<file path="config.mk">
export PLATFORM = sky130hd
export DESIGN_NAME = ssm_top
export DESIGN_NICKNAME = d
export VERILOG_FILES = /design/src/ssm_pkg.sv /design/src/ssm_speed_mon.sv /design/src/ssm_spindle_sync.sv /design/src/ssm_top.sv
export SDC_FILE = /design/constraint.sdc
export NUM_CORES = 1
export LEC_CHECK = 0
export ABC_AREA = 0
export BUFFER_PORTS_ARGS = -buffer_cell sky130_fd_sc_hd__buf_2
export CORE_MARGIN = 2
export CORE_UTILIZATION = 42
export CTS_CLUSTER_DIAMETER = 30
export DETAILED_ROUTE_END_ITERATION = 16
export PLACE_DENSITY = 0.55
export SLEW_MARGIN = 20
export SYNTH_ARGS = -nofsm -noshare
export SYNTH_HDL_FRONTEND = slang
export SYNTH_SLANG_ARGS = --single-unit
</file>
<file path="constraint.sdc">
create_clock -name mclk_i -period 7.8 [get_ports mclk_i]
set_input_delay 1.56 -clock mclk_i [delete_from_list [all_inputs] [get_ports mclk_i]]
set_output_delay 1.56 -clock mclk_i [all_outputs]
set_load 0.01 [all_outputs]
</file>
<file path="src/ssm_pkg.sv">
/*
  Shared constants and carrier types for the spindle synchronisation and
  monitoring block. Assumes a single 125 MHz clock domain.
*/
package ssm_pkg;

  localparam int POS_W = 32;
  localparam int SPD_W = 24;
  localparam int GEAR_W = 3;

  // Referencing source encodings
  localparam logic [1:0] SRC_ZERO_MARK = 2'h1;
  localparam logic [1:0] SRC_PROX_SW   = 2'h2;

  // Register offsets
  localparam logic [3:0] A_CTRL     = 4'h0;
  localparam logic [3:0] A_REF_POS  = 4'h1;
  localparam logic [3:0] A_ZM_OFS   = 4'h2;
  localparam logic [3:0] A_STOP_TOL = 4'h3;
  localparam logic [3:0] A_SET_TOL  = 4'h4;
  localparam logic [3:0] A_MAX_SPD  = 4'h5;
  localparam logic [3:0] A_STATUS   = 4'h6;
  localparam logic [3:0] A_IRQ_STAT = 4'h7;
  localparam logic [3:0] A_IRQ_EN   = 4'h8;
  localparam logic [3:0] A_IRQ_CLR  = 4'h9;
  localparam logic [3:0] A_POS0     = 4'hA;
  localparam logic [3:0] A_POS1     = 4'hB;
  localparam logic [3:0] A_CMD_SPD  = 4'hC;

  // Control register fields
  localparam int CTRL_SRC_LSB = 0;
  localparam int CTRL_DIRECT  = 2;
  localparam int CTRL_FEEDEN  = 3;
  localparam int CTRL_RESYNC0 = 4;
  localparam int CTRL_RESYNC1 = 5;

  // Interrupt event bits
  localparam int EV_SYNC0 = 0;
  localparam int EV_SYNC1 = 1;
  localparam int EV_LIMIT = 2;
  localparam int EV_W     = 3;

  // Alarm code raised on speed-limit violation
  localparam logic [15:0] ALARM_SPEED_LIMIT = 16'h5686;

  localparam logic [31:0] CTRL_RST = 32'h0000_0001;

  // Inputs from one spindle drive/encoder
  typedef struct packed {
    logic [POS_W-1:0] enc_delta;
    logic             zero_mark;
    logic             prox_sw;
    logic             prog_cmd;
    logic             gear_change;
    logic             over_cutoff;
  } ssm_drive_s;

  typedef struct packed {
    logic stopped;
    logic in_setpoint;
    logic limit_exc;
  } ssm_mon_s;

endpackage

</file>
<file path="src/ssm_speed_mon.sv">
/*
  Speed monitor: clamps the command and compares actual speed with the
  standstill, setpoint and limit bands. Same clock domain as its user.
*/
`timescale 1ns/1ps
`default_nettype none
module ssm_speed_mon #(
  parameter int SPD_W = ssm_pkg::SPD_W
) (
  input  wire logic             mclk_i,
  input  wire logic             rst_b_i,
  input  wire logic [SPD_W-1:0] act_spd_i,
  input  wire logic [SPD_W-1:0] cmd_spd_i,
  input  wire logic [SPD_W-1:0] stop_tol_i,
  input  wire logic [SPD_W-1:0] set_tol_i,
  input  wire logic [SPD_W-1:0] max_spd_i,
  output logic [SPD_W-1:0]      clamp_spd_o,
  output ssm_pkg::ssm_mon_s     mon_o
);

  logic [SPD_W-1:0] lim;
  logic [SPD_W:0]   diff;
  logic [SPD_W:0]   lim_tol;

  // Clamp command first so the setpoint band uses the real target
  assign lim     = (cmd_spd_i > max_spd_i) ? max_spd_i : cmd_spd_i;
  assign diff    = (act_spd_i > lim) ? {1'b0, act_spd_i - lim} : {1'b0, lim - act_spd_i};
  assign lim_tol = {1'b0, max_spd_i} + {1'b0, set_tol_i};

  always_ff @(posedge mclk_i or negedge rst_b_i) begin
    if (!rst_b_i) begin
      clamp_spd_o <= '0;
      mon_o       <= '0;
    end else begin
      clamp_spd_o       <= lim;
      mon_o.stopped     <= act_spd_i < stop_tol_i;
      mon_o.in_setpoint <= diff <= {1'b0, set_tol_i};
      mon_o.limit_exc   <= {1'b0, act_spd_i} > lim_tol;
    end
  end

endmodule
`default_nettype wire

</file>
<file path="src/ssm_spindle_sync.sv">
/*
  Per-spindle synchronisation: tracks position and loads the reference value
  on the selected pulse. Assumes pulse inputs already synchronised.
*/
`timescale 1ns/1ps
`default_nettype none
module ssm_spindle_sync #(
  parameter int POS_W = ssm_pkg::POS_W
) (
  input  wire logic             mclk_i,
  input  wire logic             rst_b_i,
  input  wire logic [POS_W-1:0] enc_delta_i,
  input  wire logic             zero_mark_i,
  input  wire logic             prox_sw_i,
  input  wire logic             prog_cmd_i,
  input  wire logic             need_sync_i,
  input  wire logic [1:0]       src_sel_i,
  input  wire logic [POS_W-1:0] ref_pos_i,
  input  wire logic [POS_W-1:0] zm_ofs_i,
  output logic [POS_W-1:0]      pos_o,
  output logic                  synced_o,
  output logic                  sync_evt_o
);

  typedef enum logic [1:0] {SS_IDLE, SS_WAIT, SS_DONE} ssm_sync_e;
  ssm_sync_e state_reg;
  logic      pulse;
  logic      pulse_d_reg;
  logic      pulse_rise;

  // Source select: zero mark or proximity switch
  always_comb begin
    case (src_sel_i)
      ssm_pkg::SRC_PROX_SW: pulse = prox_sw_i;
      default:              pulse = zero_mark_i;
    endcase
  end

  always_ff @(posedge mclk_i or negedge rst_b_i) begin
    if (!rst_b_i) begin
      pulse_d_reg <= 1'b0;
    end else begin
      pulse_d_reg <= pulse;
    end
  end
  assign pulse_rise = pulse & ~pulse_d_reg;

  // Sync state; starts unsynchronised so first program move syncs
  always_ff @(posedge mclk_i or negedge rst_b_i) begin
    if (!rst_b_i) begin
      state_reg <= SS_WAIT;
    end else begin
      case (state_reg)
        SS_IDLE: state_reg <= SS_WAIT;
        SS_WAIT: if (pulse_rise && prog_cmd_i) state_reg <= SS_DONE;
        SS_DONE: if (need_sync_i) state_reg <= SS_WAIT;
        default: state_reg <= SS_WAIT;
      endcase
    end
  end

  // Position counter; reference capture overrides counting
  always_ff @(posedge mclk_i or negedge rst_b_i) begin
    if (!rst_b_i) begin
      pos_o <= '0;
    end else if (state_reg == SS_WAIT && pulse_rise && prog_cmd_i) begin
      pos_o <= ref_pos_i + zm_ofs_i + enc_delta_i;
    end else begin
      pos_o <= pos_o + enc_delta_i;
    end
  end

  always_ff @(posedge mclk_i or negedge rst_b_i) begin
    if (!rst_b_i) begin
      synced_o   <= 1'b0;
      sync_evt_o <= 1'b0;
    end else begin
      synced_o   <= (state_reg == SS_DONE) && !need_sync_i;
      sync_evt_o <= state_reg == SS_WAIT && pulse_rise && prog_cmd_i;
    end
  end

endmodule
`default_nettype wire

</file>
<file path="src/ssm_top.sv">
/*
  Spindle synchronisation and monitoring top: register port, two spindle
  sync engines, speed monitor, interrupt. Assumes one 125 MHz clock and
  drive/encoder pins asynchronous to it; encoder delta is clock-synchronous.
*/
// Design decisions made here: the address-and-strobe port and the placing of the registers.
// Summary of operation
// Reference pulse loads configured reference position
// Zero mark offset added on capture
// Source 1 zero mark, 2 proximity switch
// First program rotation after reset synchronises
// Controller request bit resyncs that spindle
// Indirect encoder resyncs after gear change
// Resync once encoder back below cut-off
// Only program commands permit synchronisation
// Proximity source resyncs after gear change
// Stopped flag when speed below tolerance
// Feed enable gated by status when set
// In-setpoint flag within speed tolerance
// Commanded speed clamped to maximum
// Over limit plus tolerance: flag, alarm
// Synced status drops on need, resets
`timescale 1ns/1ps
`default_nettype none
module ssm_top #(
  parameter int POS_W = ssm_pkg::POS_W,
  parameter int SPD_W = ssm_pkg::SPD_W
) (
  input  wire logic                mclk_i,
  input  wire logic                rst_b_i,
  input  wire logic [3:0]          addr_i,
  input  wire logic [31:0]         wdata_i,
  input  wire logic                wr_i,
  input  wire logic                rd_i,
  output logic [31:0]              rdata_o,
  input  wire ssm_pkg::ssm_drive_s drv0_i,
  input  wire ssm_pkg::ssm_drive_s drv1_i,
  input  wire logic [SPD_W-1:0]    act_spd_i,
  output logic [SPD_W-1:0]         spd_cmd_o,
  output logic                     feed_en_o,
  output logic                     stopped_o,
  output logic                     in_setpoint_o,
  output logic                     limit_exc_o,
  output logic                     alarm_o,
  output logic [15:0]              alarm_code_o,
  output logic [1:0]               synced_o,
  output logic                     irq_o
);

  logic [31:0]      ctrl_reg;
  logic [POS_W-1:0] ref_pos_reg;
  logic [POS_W-1:0] zm_ofs_reg;
  logic [SPD_W-1:0] stop_tol_reg;
  logic [SPD_W-1:0] set_tol_reg;
  logic [SPD_W-1:0] max_spd_reg;
  logic [SPD_W-1:0] cmd_spd_reg;
  logic [ssm_pkg::EV_W-1:0] irq_stat_reg;
  logic [ssm_pkg::EV_W-1:0] irq_en_reg;
  logic [ssm_pkg::EV_W-1:0] irq_ev;
  logic [1:0]       resync_req;
  logic [1:0]       sync_evt;
  logic [1:0]       synced;
  logic [POS_W-1:0] pos [2];
  logic [SPD_W-1:0] clamp_spd;
  ssm_pkg::ssm_mon_s mon;
  ssm_pkg::ssm_drive_s drv [2];
  logic             limit_d_reg;

  assign drv[0] = drv0_i;
  assign drv[1] = drv1_i;

  // Control and configuration writes; request bits self-clear
  always_ff @(posedge mclk_i or negedge rst_b_i) begin
    if (!rst_b_i) begin
      ctrl_reg     <= ssm_pkg::CTRL_RST;
      ref_pos_reg  <= '0;
      zm_ofs_reg   <= '0;
      stop_tol_reg <= '0;
      set_tol_reg  <= '0;
      max_spd_reg  <= '1;
      cmd_spd_reg  <= '0;
    end else begin
      ctrl_reg[ssm_pkg::CTRL_RESYNC0] <= 1'b0;
      ctrl_reg[ssm_pkg::CTRL_RESYNC1] <= 1'b0;
      if (wr_i) begin
        case (addr_i)
          ssm_pkg::A_CTRL:     ctrl_reg     <= wdata_i;
          ssm_pkg::A_REF_POS:  ref_pos_reg  <= wdata_i[POS_W-1:0];
          ssm_pkg::A_ZM_OFS:   zm_ofs_reg   <= wdata_i[POS_W-1:0];
          ssm_pkg::A_STOP_TOL: stop_tol_reg <= wdata_i[SPD_W-1:0];
          ssm_pkg::A_SET_TOL:  set_tol_reg  <= wdata_i[SPD_W-1:0];
          ssm_pkg::A_MAX_SPD:  max_spd_reg  <= wdata_i[SPD_W-1:0];
          ssm_pkg::A_CMD_SPD:  cmd_spd_reg  <= wdata_i[SPD_W-1:0];
          default: ;
        endcase
      end
    end
  end

  // Per-spindle pin synchronisers, resync causes and sync engines
  genvar g;
  generate
    for (g = 0; g < 2; g++) begin : g_sp
      logic [2:0] zm_sr_reg;
      logic [2:0] px_sr_reg;
      logic [2:0] gc_sr_reg;
      logic [2:0] oc_sr_reg;
      logic       zm_reg;
      logic       px_reg;
      logic       gc_reg;
      logic       oc_reg;
      logic       gc_d_reg;
      logic       oc_d_reg;
      logic       need;
      // Three-stage shift; a level counts once stages two and three agree
      always_ff @(posedge mclk_i or negedge rst_b_i) begin
        if (!rst_b_i) begin
          zm_sr_reg <= '0;
          px_sr_reg <= '0;
          gc_sr_reg <= '0;
          oc_sr_reg <= '0;
          zm_reg    <= 1'b0;
          px_reg    <= 1'b0;
          gc_reg    <= 1'b0;
          oc_reg    <= 1'b0;
          gc_d_reg  <= 1'b0;
          oc_d_reg  <= 1'b0;
        end else begin
          zm_sr_reg <= {zm_sr_reg[1:0], drv[g].zero_mark};
          px_sr_reg <= {px_sr_reg[1:0], drv[g].prox_sw};
          gc_sr_reg <= {gc_sr_reg[1:0], drv[g].gear_change};
          oc_sr_reg <= {oc_sr_reg[1:0], drv[g].over_cutoff};
          if (zm_sr_reg[1] == zm_sr_reg[2]) zm_reg <= zm_sr_reg[2];
          if (px_sr_reg[1] == px_sr_reg[2]) px_reg <= px_sr_reg[2];
          if (gc_sr_reg[1] == gc_sr_reg[2]) gc_reg <= gc_sr_reg[2];
          if (oc_sr_reg[1] == oc_sr_reg[2]) oc_reg <= oc_sr_reg[2];
          gc_d_reg  <= gc_reg;
          oc_d_reg  <= oc_reg;
        end
      end
      // Resync need: request bit, gear change end with indirect encoder or proximity source, cut-off end
      assign need = resync_req[g]
        | (gc_d_reg & ~gc_reg & ~ctrl_reg[ssm_pkg::CTRL_DIRECT])
        | (gc_d_reg & ~gc_reg
           & (ctrl_reg[ssm_pkg::CTRL_SRC_LSB +: 2] == ssm_pkg::SRC_PROX_SW))
        | (oc_d_reg & ~oc_reg);

      ssm_spindle_sync #(.POS_W(POS_W)) u_sync (
        .mclk_i      (mclk_i),
        .rst_b_i     (rst_b_i),
        .enc_delta_i (drv[g].enc_delta),
        .zero_mark_i (zm_reg),
        .prox_sw_i   (px_reg),
        .prog_cmd_i  (drv[g].prog_cmd),
        .need_sync_i (need),
        .src_sel_i   (ctrl_reg[ssm_pkg::CTRL_SRC_LSB +: 2]),
        .ref_pos_i   (ref_pos_reg),
        .zm_ofs_i    (zm_ofs_reg),
        .pos_o       (pos[g]),
        .synced_o    (synced[g]),
        .sync_evt_o  (sync_evt[g])
      );
    end
  endgenerate

  assign resync_req[0] = ctrl_reg[ssm_pkg::CTRL_RESYNC0];
  assign resync_req[1] = ctrl_reg[ssm_pkg::CTRL_RESYNC1];

  ssm_speed_mon #(.SPD_W(SPD_W)) u_mon (
    .mclk_i      (mclk_i),
    .rst_b_i     (rst_b_i),
    .act_spd_i   (act_spd_i),
    .cmd_spd_i   (cmd_spd_reg),
    .stop_tol_i  (stop_tol_reg),
    .set_tol_i   (set_tol_reg),
    .max_spd_i   (max_spd_reg),
    .clamp_spd_o (clamp_spd),
    .mon_o       (mon)
  );

  // Status outputs, all registered
  always_ff @(posedge mclk_i or negedge rst_b_i) begin
    if (!rst_b_i) begin
      spd_cmd_o     <= '0;
      feed_en_o     <= 1'b0;
      stopped_o     <= 1'b0;
      in_setpoint_o <= 1'b0;
      limit_exc_o   <= 1'b0;
      alarm_o       <= 1'b0;
      alarm_code_o  <= '0;
      synced_o      <= '0;
      limit_d_reg   <= 1'b0;
    end else begin
      spd_cmd_o     <= clamp_spd;
      feed_en_o     <= ~ctrl_reg[ssm_pkg::CTRL_FEEDEN] | mon.stopped | mon.in_setpoint;
      stopped_o     <= mon.stopped;
      in_setpoint_o <= mon.in_setpoint;
      limit_exc_o   <= mon.limit_exc;
      alarm_o       <= mon.limit_exc;
      alarm_code_o  <= mon.limit_exc ? ssm_pkg::ALARM_SPEED_LIMIT : 16'h0000;
      synced_o      <= synced;
      limit_d_reg   <= mon.limit_exc;
    end
  end

  // Sticky events; a new event wins over a same-cycle clear
  assign irq_ev = {mon.limit_exc & ~limit_d_reg, sync_evt};
  always_ff @(posedge mclk_i or negedge rst_b_i) begin
    if (!rst_b_i) begin
      irq_stat_reg <= '0;
      irq_en_reg   <= '0;
      irq_o        <= 1'b0;
    end else begin
      if (wr_i && addr_i == ssm_pkg::A_IRQ_EN) irq_en_reg <= wdata_i[ssm_pkg::EV_W-1:0];
      if (wr_i && addr_i == ssm_pkg::A_IRQ_CLR) begin
        irq_stat_reg <= (irq_stat_reg & ~wdata_i[ssm_pkg::EV_W-1:0]) | irq_ev;
      end else begin
        irq_stat_reg <= irq_stat_reg | irq_ev;
      end
      irq_o <= |(irq_stat_reg & irq_en_reg);
    end
  end

  // Read data valid the cycle after the strobe, zero otherwise
  always_ff @(posedge mclk_i or negedge rst_b_i) begin
    if (!rst_b_i) begin
      rdata_o <= '0;
    end else if (rd_i) begin
      case (addr_i)
        ssm_pkg::A_CTRL:     rdata_o <= ctrl_reg;
        ssm_pkg::A_REF_POS:  rdata_o <= 32'(ref_pos_reg);
        ssm_pkg::A_ZM_OFS:   rdata_o <= 32'(zm_ofs_reg);
        ssm_pkg::A_STOP_TOL: rdata_o <= 32'(stop_tol_reg);
        ssm_pkg::A_SET_TOL:  rdata_o <= 32'(set_tol_reg);
        ssm_pkg::A_MAX_SPD:  rdata_o <= 32'(max_spd_reg);
        ssm_pkg::A_STATUS:   rdata_o <= {26'h0, feed_en_o, limit_exc_o, in_setpoint_o,
                                         stopped_o, synced_o};
        ssm_pkg::A_IRQ_STAT: rdata_o <= 32'(irq_stat_reg);
        ssm_pkg::A_IRQ_EN:   rdata_o <= 32'(irq_en_reg);
        ssm_pkg::A_POS0:     rdata_o <= 32'(pos[0]);
        ssm_pkg::A_POS1:     rdata_o <= 32'(pos[1]);
        ssm_pkg::A_CMD_SPD:  rdata_o <= 32'(cmd_spd_reg);
        default:             rdata_o <= 32'h0000_0000;
      endcase
    end else begin
      rdata_o <= 32'h0000_0000;
    end
  end

endmodule
`default_nettype wire

</file>
======== After elaboration in Yosys (flattened, before gate mapping) ========
Cells that the tools add are included.
cells by class
  shift operators ......................... 0
  equality and inequality tests ........... 29
  divide/modulo/power cells ............... 0
  magnitude comparators ................... 5
  bitwise operators ....................... 33
  reduce and logical (&&, ||, !) cells .... 23
  multiplexer cells ....................... 18
  add/sub/neg operators ................... 8
  multipliers ............................. 0
operators by type and width
  kind                                                             count
  32-bit case mux with 12 select lines                             1
  32-bit adder                                                     5
  32-bit two-way mux                                               3
  24-bit greater-than comparator                                   2
  24-bit two-way mux                                               2
  24-bit subtractor                                                2
  24-bit by 24-bit adder with 25-bit output                        1
  24-bit by 25-bit greater-than comparator with 1-bit output       1
  25-bit by 24-bit less-or-equal comparator with 1-bit output      1
  24-bit less-than comparator                                      1
  4-bit == test, second input constant                             5
  2-bit AND reduction                                              9
  4-bit by 3-bit == test with 1-bit output, second input constant  4
  15-bit two-way mux                                               1
  6-bit two-way mux                                                2
  1-bit AND                                                        11
  1-bit logical AND                                                10
  1-bit NOT                                                        9
  1-bit == test                                                    8
  4-bit by 2-bit == test with 1-bit output, second input constant  2
  2-bit two-way mux                                                4
  2-bit by 1-bit != test with 1-bit output, second input constant  4
  1-bit OR                                                         8
  2-bit case mux with 2 select lines                               2
  11 further kinds                                                 18
word-level totals
  bits in registers ....................... 413
  memory bits (writable) .................. 0
  latch bits .............................. 0
  memories ................................ 0
  ROM bits ................................ 0

======== Depth between registers and ports, before layout ========
Gate-level depths: netlist (run 1).
  depth in word-level cells ............... 8
  gate-level depth with buffers ........... 37
  mapped depth without buffers ............ 35

======== Hierarchy ========
A second synthesis (run 1) with hierarchy kept.
unflattened totals
  cells, all modules ...................... 2927
  area total of the unflattened synthesis .. 29529.6 um^2
by module, submodules not included
  module                              area each (um^2)  seq. area each (um^2)  times used  cells an instance
  ssm_top                             12249.2           7463.4                 1           873
  ssm_speed_mon                       7088.0            675.6                  1           881
  ssm_spindle_sync at g_sp[0].u_sync  5171.2            927.1                  1           594
  ssm_spindle_sync at g_sp[1].u_sync  5021.1            927.1                  1           579

======== Least setup slack after synthesis (run 1) ========
Ideal clock, no wire load.
  path type ............................... register to register
  from .................................... register max_spd_reg[1]
  to ...................................... register u_mon.mon_o[1] (netlist bit)
  cell stages (with the launch flop) ...... 37
  arrival time ............................ 6.685 ns
  path slack .............................. 1.004 ns
  period minus slack after synthesis ...... 6.796 ns
  cell sequence ........................... dfstp_2 -> inv_1 -> ha_1 -> nor2b_1 -> o21a_1 -> o21a_1 -> o21a_1 -> o21a_1 -> o21ai_0 -> a21oi_1 -> nor2_1 -> a32o_1 -> clkbuf_1 -> mux2_2 -> ha_1 -> fa_1 -> nor2b_1 -> o21a_1 -> o21ai_0 -> a211o_1 -> and4_1 -> nor2_2 -> o21a_2 -> buf_4 -> buf_4 -> mux2i_1 -> ha_1 -> nor2b_1 -> o21a_1 -> o21a_1 -> o21a_1 -> o21a_1 -> o21ai_0 -> a221oi_1 -> a211oi_1 -> o21ai_0 -> o41ai_1
between the ends
  word-level cells in the longest chain between the ends .. 5
  elaborated cells between the ends (all ways) .. 7
  those cells by class .................... 2 x add/sub; 3 x order compare; 2 x mux
ends and longest elaborated chain
  what                                                                 RTL line             RTL
  start: declaration                                                   ssm_top.sv:55        logic [SPD_W-1:0] max_spd_reg;
  start signal: assignment                                             ssm_top.sv:92        ssm_pkg::A_MAX_SPD: max_spd_reg <= wdata_i[SPD_W-1:0];
  24-bit greater-than comparator *                                     ssm_speed_mon.sv:26  assign lim = (cmd_spd_i > max_spd_i) ? max_spd_i : cmd_spd_i;
  24-bit two-way mux *                                                 ssm_speed_mon.sv:26
  named net u_mon.lim[0]                                               ssm_speed_mon.sv:21  logic [SPD_W-1:0] lim;
  24-bit subtractor or 24-bit greater-than comparator (tied branches)  ssm_speed_mon.sv:27  assign diff = (act_spd_i > lim) ? {1'b0, act_spd_i - lim} : {1'b0, lim - act_spd_i};
  24-bit two-way mux *                                                 ssm_speed_mon.sv:27
  25-bit by 24-bit less-or-equal comparator with 1-bit output *        ssm_speed_mon.sv:37  mon_o.in_setpoint <= diff <= {1'b0, set_tol_i};
  end: declaration                                                     ssm_speed_mon.sv:18  output ssm_pkg::ssm_mon_s mon_o
Mark *: on every way through the listed nets, which the timed path passes. The rest lies on a longest branch.
A chain may end at the register's enable or synchronous reset.

======== Worst setup path after layout (run 1) ========
Same ends and word-level chain as after synthesis.

==> results of run 1 <==
repair_timing:
item,4_1_cts,5_1_grt
setup endpoints to repair,0,1
gates resized for setup,0,7
hold buffers,0,0
setup buffers,0,5
power groups by stage:
stage          logic [mW]  clock network (mW)  registers (mW)
2_1_floorplan        4.20                   0            3.02
3_3_place_gp         5.74                   0            3.26
3_5_place_dp         5.76                   0            3.27
4_1_cts              5.81                4.68            3.24
5_1_grt              6.48                4.79            3.32
6_report             5.88                4.61            3.26
cell usage in the layout, fill, tap and decap left out, types with 33 or more instances in the layout:
cell type and instances:
inv_1 147, a21o_1 90, mux2_2 258, buf_2 207, a21oi_1 184, xnor2_1 84
o21a_1 33, buf_4 60, nand2_1 128, dfrtp_1 371, nand3_1 33, a22oi_1 39
o21ai_0 116, clkbuf_16 103, ha_1 257, xor2_1 46, mux2i_1 64, nor2_1 98
cell usage after synthesis, types with 8 or more instances:
cell type	n	area share
mux2i_1	65	0.025
a21o_1	90	0.026
xnor2_1	84	0.028
xor2_1	46	0.016
a222oi_1	17	0.0066
buf_2	13	0.0025
o21bai_1	29	0.0084
a22o_1	8	0.0027
nor2_1	98	0.014
a211o_1	10	0.0034
nand2b_1	26	0.0063
a21oi_1	184	0.036
nand3_1	34	0.0066
inv_1	147	0.021
a221oi_1	26	0.0088
o31ai_1	8	0.0023
clkbuf_1	59	0.0086
and2_1	8	0.0019
a211oi_1	14	0.0041
ha_1	259	0.13
dfstp_2	27	0.027
nor3_1	28	0.0054
nand4_1	22	0.0053
dfrtp_1	371	0.36
a31oi_1	32	0.0077
and3_1	11	0.0027
buf_1	16	0.0023
a22oi_1	39	0.011
mux2_2	258	0.11
maj3_1	8	0.0031
o21a_1	34	0.0099
buf_4	19	0.0055
nand2_1	129	0.019
nor2b_1	29	0.0070
o21ai_0	116	0.022
metal layers:
| metal | GRT usage | vias to the layer above | share of wire |
|---|---|---|---|
| met4 | 0.0920 | 4 | 0.032 |
| met1 | 0.371 | 10200 | 0.46 |
| met2 | 0.414 | 631 | 0.45 |
| met5 | 0 | - | 0.00031 |
| li1 | - | 9707 | - |
| met3 | 0.0531 | 156 | 0.058 |
logic make-up (layout without fill, tap and decap cells):
kind of cell / count (synthesis) / after routing / synth area share
fa+ha+maj: 273 / 273 / 0.133
flops: 398 / 398 / 0.386
simple gates: 424 / 424 / 0.0797
compound gates: 683 / 683 / 0.179
mux: 323 / 323 / 0.137
buf+inv: 255 / 611 / 0.0404
other cells: 1 / 13 / 0.000145
xor+xnor: 130 / 130 / 0.0440
through the flow:
step / instance area, um2 / util / cells
2_1_floorplan: 25900 / - / 2495
3_3_place_gp: 27900 / 0.461 / 3435
3_5_place_dp: 27900 / 0.461 / 3435
4_1_cts: 31800 / 0.524 / 3627
5_1_grt: 31900 / 0.526 / 3635
6_report: 31900 / 0.526 / 3637
how the worst max path moves through the flow:
stage                   startpoint             end  slack [ps]  cells after the start
finish              max_spd_reg[1]  u_mon.mon_o[1]         460                     34
global route        max_spd_reg[1]  u_mon.mon_o[1]          -2                     34
CTS                 max_spd_reg[1]  u_mon.mon_o[1]         140                     35
detailed placement  max_spd_reg[1]  u_mon.mon_o[1]         190                     35
global placement    max_spd_reg[1]  u_mon.mon_o[1]         230                     35
floorplan           max_spd_reg[1]  u_mon.mon_o[1]        1000                     36
cell type report:
cell class,count,share of cell area
Multi-Input combinational cell,1842,0.468
Sequential cell,398,0.314
Clock buffer,132,0.0902
Timing Repair Buffer,272,0.0496
Tap cell,782,0.0307
Clock inverter,60,0.0300
Inverter,147,0.0173
Antenna cell,4,0.000314
==> summary.md, run 1 <==
| Metric | Value |
|---|---|
| Die Wd | `252 um` |
| Row count | `90` |
| Total GRT Usage | `0.267` |
| DRT antenna net count | `0` |
| Setup CP Type | `flip-flop to flip-flop` |
| Register bit total from synthesis | `just under 400` |
| Number of global-route vias before repair | `21000` |
| Crit end category | `flip-flop` |
| Drt pass-1 iters | `6` |
| Vias post-DR | `20700` |
| Core Area | `60600 um2` |
| Reg2reg setup slack | `460 ps` |
| WHS Path Cells | `0` |
| Synth async-reset ratio | `1.00` |
| Multi-input logic area | `14900 um2` |
| Slowest CP cell | `dfstp_2` |
| Sequential share of the synthesized area | `0.386` |
| Filler cells | `5543` |
| WP data required | `8330 ps` |
| Via-per-instance ratio | `5.70` |
| Largest net degree at the start of global routing | `110` |
| Syn-to-layout area delta | `23.2%` |
| Psw | `5.20 mW` |
| Gp weighted congestion | `slightly above 0.9` |
| CTS HTree Levels | `3` |
| Critical R2R Capture | `u_mon.mon_o[1]` |
| Layout cell share with drive strength beyond 1 | `0.276` |
| Die Y | `252 um` |
| Crit path max-delay family | `compound AO/OA/AOI/OAI gates` |
| Initial Utilization | `0.427` |
| Outcome | `completed` |
| Arr. time, crit path | `slightly below 8000 ps` |
| Max Cap Viol | `0` |
| Internal | `8.55 mW` |
| Ports | `around 220` |
| Hpwl dp | `around 65 mm` |
| Synth unique cells | `89` |
| Power share of the combinational group | `0.428` |
| Worst R2R Path Depth | `34` |
| Clock share of power | `0.335` |
| EDFF count, synth | `0` |
| Wire length per cell | `23.3 um` |
| Maximum vdd drop | `0.000199 V` |
| Post-route DRC | `0` |
| Post-Route Skew | `36.7 ps` |
| Pwr dens | `~430 nW/um2` |
| Worst slew pin tran | `988 ps` |
| Clk pin slew, worst setup/hold paths | `40 ps` |
| Final Net Count | `3167` |
| Initial antenna violation count | `5` |
| Sequential fraction of design power | `0.237` |
| Final Critical Period | `7340 ps` |
| CTS root buf | `clkbuf_16` |
| Final Power | `13.8 mW` |
| Setup Total Neg Slack | `0 ps` |
| Synth Warn # | `0` |
| DIE AREA | `63600 um2` |
| Final wirelength | `84.8 mm` |
| Worst setup margin | `460 ps` |
| Hold Path Class | `flip-flop to flip-flop` |
| Register area | `9990 um2` |
| First-pass GRT wire length | `128 mm` |
| Ratio of final minimum period to clock period | `0.941` |
| # port buffers | `208` |
| CTS Buf Count | `103` |
| Final setup fails | `0` |
| Final slew viol count | `0` |
| Sw frac | `0.379` |
| Final hold slack | `around 340 ps` |
| Static Leak | `15.0 nW` |
| Pre-CTS setup slack | `194 ps` |
| Post-Syn Area per Cell | `10.4 um2` |
| Worst Min Path Start | `u_mon.clamp_spd_o[5]` |
| Endpoints failing hold | `0` |
| Worst-skew pair later-pin latency | `670 ps` |
| Worst R2R Start | `max_spd_reg[1]` |
| Synth Instances | `2487` |
| Crit path top cell by count | `o21a_1` |
| Hold endpoint | `spd_cmd_o[5]` |
| Max-slew headroom | `0.336` |
| DR iter-0 viols | `1324` |
| Register with the most flip-flops | `g_sp.u_sync.pos_o` |
| Post-Syn Area | `25900 um2` |
| Synth Flop Type | `dfrtp_1` |
| Clock Path Buffers | `3` |
| CTS tree | `yes` |
| Num Clock Sinks | `398` |
| Critical path peak fanout | `24` |
| Total gr overflow | `0` |
| Maximum clock rate | `136 MHz` |
| Max incr delay on CP | `610 ps` |
| Max reg flops | `64` |
| Worst setup SP type | `flip-flop` |
| Worst Path Buf+Inv | `3` |
Power figures use the tool's default switching activity.
==> run 2: changes to the inputs <==
--- a/config.mk
+++ b/config.mk
@@ -8,10 +8,10 @@
 export ABC_AREA = 0
 export BUFFER_PORTS_ARGS = -buffer_cell sky130_fd_sc_hd__buf_2
 export CORE_MARGIN = 2
-export CORE_UTILIZATION = 42
+export CORE_UTILIZATION = 34
 export CTS_CLUSTER_DIAMETER = 30
 export DETAILED_ROUTE_END_ITERATION = 16
-export PLACE_DENSITY = 0.55
+export PLACE_DENSITY = 0.46
 export SLEW_MARGIN = 20
 export SYNTH_ARGS = -nofsm -noshare
 export SYNTH_HDL_FRONTEND = slang
==> run 2 against run 1 <==
  * Register-to-register slack worse by 70 ps
  * Worst setup slack got worse by 71 ps
  * Core utilization fell by 10 points
  * Non-clock buffer count decreased by 11
  * Total power grew 1.2%
  * Critical path depth shrank 2
  * Critical path type unchanged
  * Highest routed layer unchanged
==> summary.md, run 2 (synthesized netlist as in run 1, its figures left out) <==
| Metric | Value |
|---|---|
| Outcome | `completed` |
| Sequential fraction of design power | `0.235` |
| CTS tree | `yes` |
| Setup CP Type | `flip-flop to flip-flop` |
| Most common cell after layout, fill and taps aside | `dfrtp_1` |
| Gp weighted congestion | `0.891` |
| Internal | `8.69 mW` |
| Initial Utilization | `0.342` |
| Final wirelength | `87.7 mm` |
| Ratio of final minimum period to clock period | `0.950` |
| Met3 Resource Use GR | `0.0337` |
| Max-slew headroom | `0.299` |
| # port buffers | `208` |
| Total GRT Usage | `0.223` |
| Final Critical Period | `around 7400 ps` |
| CTS HTree Levels | `3` |
| Psw | `roughly 5.2 mW` |
| Pre-CTS setup slack | `239 ps` |
| Most Crowded Layer GR | `met2` |
| Final setup fails | `0` |
| Final Net Count | `~3200` |
| Max incr delay on CP | `770 ps` |
| Vias post-DR | `~20000` |
| Row count | `between 100 and 150` |
| Static Leak | `15.1 nW` |
| Hpwl dp | `68.2 mm` |
| DRT antenna net count | `0` |
| Post-route DRC | `0` |
| Reg2reg setup slack | `390 ps` |
| Initial antenna violation count | `10` |
| Num Clock Sinks | `398` |
| RSZ-0062 raised after global routing | `false` |
| Drt pass-1 iters | `5` |
| Hold Path Class | `flip-flop to flip-flop` |
| Critical R2R Capture | `u_mon.mon_o[1]` |
| Worst R2R Start | `max_spd_reg[23]` |
| Final slew viol count | `0` |
| Slowest CP cell | `nor4_1` |
| Most frequent cells in the layout | `371 x dfrtp_1, 258 x mux2_2, 258 x ha_1, 207 x buf_2, 184 x a21oi_1` |
| Met1 Use GR | `0.315` |
| CTS Hold Bufs | `0` |
| Post-Route Skew | `39.3 ps` |
| Sw frac | `0.376` |
| Worst R2R Path Depth | `32` |
| Power share of the combinational group | `0.421` |
| Clk pin slew, worst setup/hold paths | `50 ps` |
| Worst setup SP type | `flip-flop` |
| DIE AREA | `78300 um2` |
| Syn-to-layout area delta | `24.5%` |
| Maximum vdd drop | `around 0.00017 V` |
| First-pass GRT wire length | `132 mm` |
| Clock Path Buffers | `3` |
| Hold endpoint | `g_sp[0].gc_sr_reg[1]` |
| Via-per-instance ratio | `~5.3` |
| Met2 usage | `0.349` |
| Wire length per cell | `22.9 um` |
| Number of global-route vias before repair | `21200` |
| Die Y | `280 um` |
| CTS Buf Count | `111` |
| Worst-skew pair later-pin latency | `660 ps` |
| Ports | `218` |
| CTS root buf | `clkbuf_16` |
| Worst slew pin tran | `1050 ps` |
| Crit end category | `flip-flop` |
| Layout cell share with drive strength beyond 1 | `0.273` |
| DR iter-0 viols | `1370` |
| Register with the most flip-flops | `g_sp.u_sync.pos_o` |
| Worst setup margin | `389 ps` |
| Clock share of power | `0.345` |
| Largest net degree at the start of global routing | `143` |
| Critical path peak fanout | `8` |
| Maximum clock rate | `135 MHz` |
| WP data required | `about 8400 ps` |
| Max Cap Viol | `0` |
| Arr. time, crit path | `7960 ps` |
| Worst Min Path Start | `g_sp[0].gc_sr_reg[0]` |
| Endpoints failing hold | `0` |
| WHS Path Cells | `0` |
| Max reg flops | `64` |
| Total gr overflow | `0` |
| Setup Total Neg Slack | `0 ps` |
| Pwr dens | `~430 nW/um2` |
| Die Wd | `roughly 280 um` |
| Core Area | `75600 um2` |
run 2: power groups by stage:
stage / logic [mW] / registers, mW / clock network [mW]
after floorplan: 4.20 / 3.02 / 0
after global placement: 5.82 / 3.28 / 0
after detailed placement: 5.81 / 3.28 / 0
after CTS: 5.86 / 3.26 / 4.89
after global routing: 6.51 / 3.33 / 5.01
final: 5.86 / 3.27 / 4.80
run 2: worst max path at each step:
stage                          from        endpoint  slack [ps]
finish              max_spd_reg[23]  u_mon.mon_o[1]         390
global route         max_spd_reg[9]  u_mon.mon_o[1]           5
CTS                  max_spd_reg[9]  u_mon.mon_o[1]         230
detailed placement   max_spd_reg[9]  u_mon.mon_o[1]         240
global placement     max_spd_reg[9]  u_mon.mon_o[1]         270
floorplan            max_spd_reg[1]  u_mon.mon_o[1]        1000
run 2: critical path: cells and delay by family, from the launching register on:
kind                       cells  cell delay, ps
AOI/OAI and AO/OA             15            2810
xor gates and xnor gates       1             180
adders and majority gates      4            1190
buffers and inverters          2             260
DFF                            1             580
muxes                          2             590
and+or+nand+nor                8            1710
run 2: cell type report:
type	count	area, um2
flip-flops and latches	398	9990
diodes	3	7.51
clock inverters	61	915
repair buffers	261	1480
well taps	978	1220
multi-input cells	1842	14900
clock buffers	147	3120
fillers	7287	43400
inverters	147	552
run 2: stage by stage:
| stage | cell area (um2) | utilization | hold slack (ps) | total power, mW | instances |
|---|---|---|---|---|---|
| after global routing | 32200 | 0.426 | 345 | 14.9 | 3837 |
| after detailed placement | 28100 | 0.372 | 335 | 9.10 | 3626 |
| after global placement | 28100 | 0.372 | 332 | 9.09 | 3626 |
| final | 32200 | 0.426 | 339 | 13.9 | 3837 |
| after CTS | 32200 | 0.426 | 340 | 14.0 | 3834 |
| after floorplan | 25900 | - | 331 | 7.22 | 2495 |
run 2: repair_timing:
item,4_1_cts,5_1_grt
setup endpoints to repair,0,1
setup buffers,0,0
gates resized for setup,0,4
run 2: layer usage:
metal / wire, um / vias up
li1: - / 9706
met1: 41500 / 10000
met2: 39100 / 579
met3: 4660 / 134
met4: 2390 / 4
met5: 28 / -
